File: src/core/error_queue_pkg.sv
package error_queue_pkg;
	localparam int unsigned code_width     = 12;
	localparam int unsigned queue_depth    = 16;
	localparam int unsigned count_width    = 5;
	localparam int unsigned index_width    = 4;
	localparam int unsigned max_string_len = 12;
	localparam int unsigned max_exponent   = 43;
	localparam int unsigned max_suffix     = 3;
	localparam int unsigned any_error_bit  = 6;
	localparam int unsigned poll_width     = 8;

	typedef logic signed [code_width-1:0] code_type;

	localparam code_type code_no_error      = 12'sh000;
	localparam code_type code_missing_param = -12'sd115;
	localparam code_type code_num_overflow  = -12'sd124;
	localparam code_type code_num_negative  = -12'sd125;
	localparam code_type code_num_real      = -12'sd126;
	localparam code_type code_bad_suffix    = -12'sd137;
	localparam code_type code_bad_string    = -12'sd150;
	localparam code_type code_string_size   = -12'sd154;
	localparam code_type code_brackets      = -12'sd157;
	localparam code_type code_no_entry      = -12'sd193;
	localparam code_type code_trig_ignored  = -12'sd211;
	localparam code_type code_init_ignored  = -12'sd213;
	localparam code_type code_trig_deadlock = -12'sd214;
	localparam code_type code_bad_function  = -12'sd227;
	localparam code_type code_too_many      = -12'sd350;

	// Facts the command parser reports about the command just parsed
	typedef struct packed {
		logic       check;
		logic [3:0] params_given;
		logic [3:0] params_needed;
		logic [6:0] exponent_mag;
		logic       value_negative;
		logic       negative_allowed;
		logic       value_fractional;
		logic       integer_only;
		logic [3:0] header_suffix;
		logic       quote_unmatched;
		logic [7:0] string_len;
		logic       has_string;
		logic       bracket_unmatched;
		logic [7:0] entry_index;
		logic [7:0] entry_count;
		logic       trigger_cmd;
		logic       trigger_armed;
		logic       init_cmd;
		logic       meas_running;
		logic       read_query;
		logic       trig_src_bus;
		logic       db_modifier;
		logic       func_has_db;
	} cmd_facts_type;

	typedef struct packed {
		logic     valid;
		code_type code;
	} err_event_type;
endpackage : error_queue_pkg

File: src/core/error_classifier.sv
`timescale 1ns/100ps
`default_nettype none
module error_classifier (
	input  wire logic                          mclk,
	input  wire logic                          rst,
	input  wire error_queue_pkg::cmd_facts_type facts,
	output var  error_queue_pkg::err_event_type err,
	output var  logic                          trigger_ignore
);
	import error_queue_pkg::*;

	// One code per command; first detected fault in this order wins
	always_ff @(posedge mclk) begin
		if (rst) begin
			err            <= '0;
			trigger_ignore <= 1'b0;
		end else begin
			err.valid      <= 1'b0;
			err.code       <= code_no_error;
			trigger_ignore <= 1'b0;
			if (facts.check) begin
				err.valid <= 1'b1;
				if (facts.params_given < facts.params_needed)
					err.code <= code_missing_param; // RULE8
				else if (facts.exponent_mag > 7'(max_exponent))
					err.code <= code_num_overflow; // RULE9
				else if (facts.value_negative && !facts.negative_allowed)
					err.code <= code_num_negative; // RULE10
				else if (facts.value_fractional && facts.integer_only)
					err.code <= code_num_real; // RULE11
				else if (facts.header_suffix > 4'(max_suffix))
					err.code <= code_bad_suffix; // RULE12
				else if (facts.quote_unmatched)
					err.code <= code_bad_string; // RULE13
				else if (facts.has_string && facts.string_len > 8'(max_string_len))
					err.code <= code_string_size; // RULE14
				else if (facts.bracket_unmatched)
					err.code <= code_brackets; // RULE15
				else if (facts.entry_index >= facts.entry_count)
					err.code <= code_no_entry; // RULE16
				else if (facts.trigger_cmd && !facts.trigger_armed) begin
					err.code       <= code_trig_ignored; // RULE17
					trigger_ignore <= 1'b1; // RULE17
				end else if (facts.init_cmd && facts.meas_running)
					err.code <= code_init_ignored; // RULE18
				else if (facts.read_query && facts.trig_src_bus)
					err.code <= code_trig_deadlock; // RULE19
				else if (facts.db_modifier && !facts.func_has_db)
					err.code <= code_bad_function; // RULE20
				else
					err.valid <= 1'b0;
			end
		end
	end
endmodule : error_classifier
`default_nettype wire

File: src/core/error_queue_fifo.sv
// Contract
// RULE1: Queue errors, read back oldest first.
// RULE2: At most sixteen unread entries held.
// RULE3: Full queue: newest entry becomes -350.
// RULE4: After overflow, drop errors until read.
// RULE5: Power-up and clear-status empty the queue.
// RULE6: Reset command leaves queue untouched.
// RULE7: Empty read returns +0, stays empty.
// RULE8: Too few parameters queues -115.
// RULE9: Exponent beyond 43 queues -124.
// RULE10: Disallowed negative value queues -125.
// RULE11: Fraction where integer required queues -126.
// RULE12: Header suffix above allowed queues -137.
// RULE13: Unmatched quote in string queues -150.
// RULE14: String over twelve characters queues -154.
// RULE15: Unmatched bracket queues -157.
// RULE16: Index past last entry queues -193.
// RULE17: Unarmed trigger ignored, queues -211.
// RULE18: Initiate while measuring queues -213.
// RULE19: READ query with bus trigger queues -214.
// RULE20: Decibels on unsupported function queues -227.
// RULE21: Any error sets poll bit six, loads message.
// RULE22: Codes stored signed, wide enough for all.
`timescale 1ns/100ps
`default_nettype none
module error_queue_fifo (
	input  wire logic                           mclk,
	input  wire logic                           rst,
	input  wire error_queue_pkg::cmd_facts_type  facts,
	input  wire logic                           clear_status,
	input  wire logic                           reset_cmd,
	input  wire logic                           device_cmd,
	input  wire logic                           outbuf_read,
	input  wire logic                           queue_read,
	output var  error_queue_pkg::code_type      read_code,
	output var  logic                           read_valid,
	output var  logic [error_queue_pkg::count_width-1:0] queued,
	output var  logic                           overflow_lock,
	output var  logic                           any_error,
	output var  logic                           msg_load,
	output var  error_queue_pkg::code_type      msg_code,
	output var  logic                           trigger_ignore
);
	import error_queue_pkg::*;

	err_event_type             err;
	logic                      trig_ign;
	code_type                  head;
	logic [count_width-1:0]    count;
	logic                      locked;

	error_classifier u_class (
		.mclk           (mclk),
		.rst            (rst),
		.facts          (facts),
		.err            (err),
		.trigger_ignore (trig_ign)
	);

	// The reset command is deliberately not wired to the store
	error_store #(
		.depth (queue_depth),
		.aw    (index_width),
		.cw    (count_width)
	) u_store (
		.mclk   (mclk),
		.rst    (rst),
		.clear  (clear_status), // RULE5 RULE6
		.push   (err),
		.pop    (queue_read),
		.head   (head),
		.count  (count),
		.locked (locked)
	);

	always_ff @(posedge mclk) begin
		if (rst) begin
			read_code  <= code_no_error;
			read_valid <= 1'b0;
		end else begin
			read_valid <= queue_read;
			if (queue_read)
				read_code <= head; // RULE1 RULE7
		end
	end

	always_ff @(posedge mclk) begin
		if (rst) begin
			queued        <= '0;
			overflow_lock <= 1'b0;
		end else begin
			queued        <= count;
			overflow_lock <= locked;
		end
	end

	// Set wins over a clear arriving in the same cycle
	always_ff @(posedge mclk) begin
		if (rst)
			any_error <= 1'b0;
		else if (err.valid)
			any_error <= 1'b1; // RULE21
		else if (device_cmd || outbuf_read || clear_status)
			any_error <= 1'b0;
	end

	always_ff @(posedge mclk) begin
		if (rst) begin
			msg_load       <= 1'b0;
			msg_code       <= code_no_error;
			trigger_ignore <= 1'b0;
		end else begin
			msg_load       <= err.valid; // RULE21
			trigger_ignore <= trig_ign; // RULE17
			if (err.valid)
				msg_code <= err.code;
		end
	end
endmodule : error_queue_fifo
`default_nettype wire

File: src/core/error_store.sv
`timescale 1ns/100ps
`default_nettype none
module error_store #(
	parameter int unsigned depth = 16,
	parameter int unsigned aw    = 4,
	parameter int unsigned cw    = 5
) (
	input  wire logic                     mclk,
	input  wire logic                     rst,
	input  wire logic                     clear,
	input  wire error_queue_pkg::err_event_type push,
	input  wire logic                     pop,
	output var  error_queue_pkg::code_type head,
	output var  logic [cw-1:0]            count,
	output var  logic                     locked
);
	import error_queue_pkg::*;

	code_type      mem [depth];
	logic [aw-1:0] wr_ptr_r;
	logic [aw-1:0] rd_ptr_r;
	logic          full;
	logic          empty;
	logic          do_pop;
	logic          do_push;
	logic          do_mark;

	function automatic logic [aw-1:0] step(input logic [aw-1:0] p);
		step = (p == aw'(depth - 1)) ? '0 : p + 1'b1;
	endfunction : step

	function automatic logic [aw-1:0] back(input logic [aw-1:0] p);
		back = (p == '0) ? aw'(depth - 1) : p - 1'b1;
	endfunction : back

	assign full    = (count == cw'(depth)); // RULE2
	assign empty   = (count == '0);
	assign do_pop  = pop && !empty; // RULE7
	// A pop in the same cycle frees room, so the new error is kept unless the store is locked
	assign do_push = push.valid && !locked && (!full || do_pop);
	assign do_mark = push.valid && !locked && full && !do_pop; // RULE3
	assign head    = empty ? code_no_error : mem[rd_ptr_r]; // RULE7

	always_ff @(posedge mclk) begin
		if (do_push)
			mem[wr_ptr_r] <= push.code; // RULE1 RULE22
		else if (do_mark)
			mem[back(wr_ptr_r)] <= code_too_many; // RULE3
	end

	always_ff @(posedge mclk) begin
		if (rst || clear) begin // RULE5
			wr_ptr_r <= '0;
			rd_ptr_r <= '0;
			count    <= '0;
		end else begin
			if (do_push)
				wr_ptr_r <= step(wr_ptr_r);
			if (do_pop)
				rd_ptr_r <= step(rd_ptr_r); // RULE1
			if (do_push && !do_pop)
				count <= count + 1'b1;
			else if (do_pop && !do_push)
				count <= count - 1'b1;
		end
	end

	always_ff @(posedge mclk) begin
		if (rst || clear)
			locked <= 1'b0;
		else if (do_mark)
			locked <= 1'b1; // RULE4
		else if (do_pop)
			locked <= 1'b0; // RULE4
	end
endmodule : error_store
`default_nettype wire

File: config.mk
export PLATFORM = sky130hd
export DESIGN_NAME = error_queue_fifo
export DESIGN_NICKNAME = d
export VERILOG_FILES = /design/src/core/error_queue_pkg.sv /design/src/core/error_classifier.sv /design/src/core/error_queue_fifo.sv /design/src/core/error_store.sv
export SDC_FILE = /design/constraint.sdc
export NUM_CORES = 1
export LEC_CHECK = 0
export BUFFER_PORTS_ARGS = -buffer_cell sky130_fd_sc_hd__buf_2
export CELL_PAD_IN_SITES_DETAIL_PLACEMENT = 1
export CELL_PAD_IN_SITES_GLOBAL_PLACEMENT = 1
export CORE_MARGIN = 3
export CORE_UTILIZATION = 50
export CTS_CLUSTER_DIAMETER = 150
export CTS_CLUSTER_SIZE = 8
export DETAILED_ROUTE_END_ITERATION = 12
export PLACE_DENSITY_LB_ADDON = 0.1
export SKIP_LAST_GASP = 1
export SLEW_MARGIN = 30
export SYNTH_ARGS = -nofsm -noshare
export SYNTH_HDL_FRONTEND = slang
export SYNTH_SLANG_ARGS = --single-unit
File: constraint.sdc
create_clock -name mclk -period 4.48 [get_ports mclk]
set_input_delay 0.448 -clock mclk [delete_from_list [all_inputs] [get_ports mclk]]
set_output_delay 0.448 -clock mclk [all_outputs]
set_load 0.005 [all_outputs]
==> results by group <==
Run status
  – Status: finished clean

Clocking
  – Resized Gates After CTS: 0
  – Root Buffer: clkbuf_16
  – CTS tree: done
  – Hold_buf cts: 0
  – # Post-CTS Setup Buffers: 0
  – CTS HTree Levels: 1
  – Worst-skew pair later-pin latency: 520 ps
  – Clock buffer depth: 3
  – CTS clk-pin slew, worst paths: 50 ps
  – Number of CTS-inserted buffers: 31
  – Clock sink count: 217

Synthesis
  – Syn avg cell area: 15.0 µm²
  – Count leader, synth: edfxtp_1
  – #FFs+latches synth: 217
  – Number of library cell types mapped by synthesis: 60
  – Top cell type's share of synthesized area: 53.4%
  – Ys flop type: edfxtp_1
  – Mapped Cells: 598
  – Area leader, netlist: edfxtp_1
  – Syn. warnings: 0
  – Synth Cell Area: 8990 µm²
  – Seq/Total Area, Yosys: 66.1%
  – Synth top area cells: edfxtp_1 53%, dfxtp_1 13%, mux4_2 10%, mux2i_1 3.2%, ha_1 2.6%
  – Syn Nets: 684
  – EDFF count, synth: 160
  – Commonest cells in the netlist: 160 x edfxtp_1, 62 x nor2_1, 57 x dfxtp_1
  – Asr flop ratio synth: 0%

Timing
  – Achievable frequency: 0.329 GHz
  – Slew @ Worst Pin: 866 ps
  – Hold Vio Cnt, Final: 0
  – Setup TNS: 0 ps
  – Final Worst Setup Slack: 1440 ps
  – Final period utilization: 67.9%
  – Fin crit period: 3040 ps
  – Slew Limit Fails: 0
  – Slew margin rel.: 42.0%
  – Setup Skew: 25.7 ps
  – Worst hold slack: 254 ps
  – Final setup violation count: 0
  – RSZ-0062 raised after global routing: false

Floorplan
  – Die area: 19600 µm²
  – # IOs: 100
  – Effective utilization at floorplan: 51.5%
  – Core area: 17500 µm²
  – DIE HEIGHT: 140 µm
  – Site Rows: 48
  – Die W: 140 µm

Drt
  – Wire length on met2: 10100 µm
  – Wl on met1: 8490 µm
  – Drt first-iter violations: 269
  – Initial DRT Pass Iterations: 4
  – DRC viols: 0
  – Metal3 WL: 1110 µm
  – Vias/cell: 5.56
  – DRT antenna net count: 0
  – DRT Wirelength: 19800 µm
  – WL per Instance: 20.9 µm
  – Highest routing layer actually used: met4
  – Via count: 5285

Hold path
  – Hold Path Origin: facts[38]
  – Hold crit path type: in -> reg

Setup path
  – FF-to-FF End: u_store.count[4]$_SDFFE_PP0P_
  – CP Capture Type: flip-flop
  – CP Launch Type: flip-flop
  – Critical Path Start: u_store.count[0]$_SDFFE_PP0P_
  – R2R Setup Slk: 1440 ps
  – CP max FO: 6
  – WP data required: 4920 ps
  – Reg2reg start: u_store.count[0]$_SDFFE_PP0P_
  – Worst R2R Path Depth: 11
  – Critical path destination: u_store.count[4]$_SDFFE_PP0P_
  – CP Class: reg -> reg
  – Crit path arrival time: 3480 ps

Pwr
  – Pwr Total: 4.58 mW
  – Power density cells: 433 nW/µm²
  – Leak pwr: 3.78 nW
  – VDD IR max: 0.000362 V

Finish
  – Share of cells above drive strength 1: 27.7%
  – Nets: 787
  – Diode count: 0
  – Non-Filler Instances: 950
  – Final Util: 60.4%
  – Final Cell Area: 10600 µm²
  – Synthesis-to-finish area growth: 17.4%

Global routing
  – First-pass GRT wire length: 32200 µm
  – Vias in the first global route: 5889
  – Pin count of the biggest net entering global routing: 41
  – GRT Total Usage: 20.7%
  – GR Overflow Total: 0
  – Initial antenna violation count: 0

Placed design
  – PortBufs: 94
  – Cell Area, Placed: 9670 µm²
  – Hpwl dp: 13400 µm
  – DP Cell Count: 893
  – GP Congestion: 0.837
  – DP Worst Slack: 1470 ps

Job
  – Max Cap Violations: 0
==> worst max-delay path, cell delays in order, from the launching register on <==
cell      delay, ps
dfxtp_1         400
or4_4           620
o21a_4          240
clkinv_2         80
ha_1            190
inv_1           110
fa_1            420
a21o_1          180
a21oi_1         180
xnor2_1          90
or3_1           310
a21oi_1         150
==> layer usage <==
| layer | track usage (%) | vias to the layer above |
|---|---|---|
| li1 | - | 2483 |
| met1 | 28.1 | 2637 |
| met2 | 36.5 | 150 |
| met3 | 3.04 | 15 |
| met4 | 3.06 | 0 |
| met5 | 0 | - |
==> worst min-delay path by stage <==
stage / to / slack [ps] / cells after the start
floorplan: trigger_ignore$_SDFF_PP0_ / 410 / 1
global placement: any_error$_SDFFE_PP0P_ / 440 / 1
global route: any_error$_SDFFE_PP0P_ / 250 / 3
CTS: u_class.err[4]$_SDFF_PP0_ / 240 / 3
finish: u_class.err[4]$_SDFF_PP0_ / 250 / 3
detailed placement: trigger_ignore$_SDFF_PP0_ / 440 / 1
==> cell type report <==
type / count / area [µm²]
Fill cell: 1662 / 6920
Sequential cell: 217 / 5950
Multi-Input combinational cell: 336 / 2880
Clock buffer: 56 / 870
Timing Repair Buffer: 98 / 500
Tap cell: 225 / 282
Inverter: 17 / 65.1
Clock inverter: 1 / 8.76
==> cells by family after synthesis <==
family / share of synthesized area [%]
muxes: 13.4
and+or+nand+nor: 8.31
AOI/OAI and AO/OA: 6.46
DFF: 66.1
xor gates and xnor gates: 0.584
adders and majority gates: 2.87
buffers and inverters: 2.27
==> report_power, final <==
part | internal [mW] | total (mW) | switching [mW] | leakage, nW
sequential | 2.19 | 2.22 | 0.0262 | 1.97
combinational | 0.125 | 0.294 | 0.169 | 1.39
clock | 1.29 | 2.07 | 0.780 | 0.416
==> flip-flops by register name, summed over array words and instances (netlist names), named ones only <==
register / cells
any_error: 1
msg_code: 9
msg_load: 1
overflow_lock: 1
queued: 5
read_code: 10
read_valid: 1
trigger_ignore: 1
u_class.err: 9
u_class.trigger_ignore: 1
u_store.count: 5
u_store.locked: 1
u_store.mem: 160
u_store.rd_ptr_r: 4
u_store.wr_ptr_r: 4
==> placed cells by master (no fill, tap or decap), types with 2 or more instances in the layout <==
cell	count
buf_2	94
nor3_1	17
o21a_1	2
dfxtp_1	56
o21ai_0	13
mux4_2	40
a21o_1	5
o21ai_1	14
and3_1	3
mux2i_1	29
xor2_1	4
a31oi_1	3
and2b_1	2
nand3_1	3
clkbuf_1	25
buf_4	4
edfxtp_1	160
nand2_1	17
a21oi_1	34
o211ai_1	2
o22ai_1	2
or3_1	3
inv_1	16
nor2_1	46
clkbuf_16	31
ha_1	19
nor2b_1	15
xnor2_1	2
and2_1	7
nor4_1	3
nor2_2	16
nand2b_1	8
Note: power is estimated with default switching activity, not from simulation.
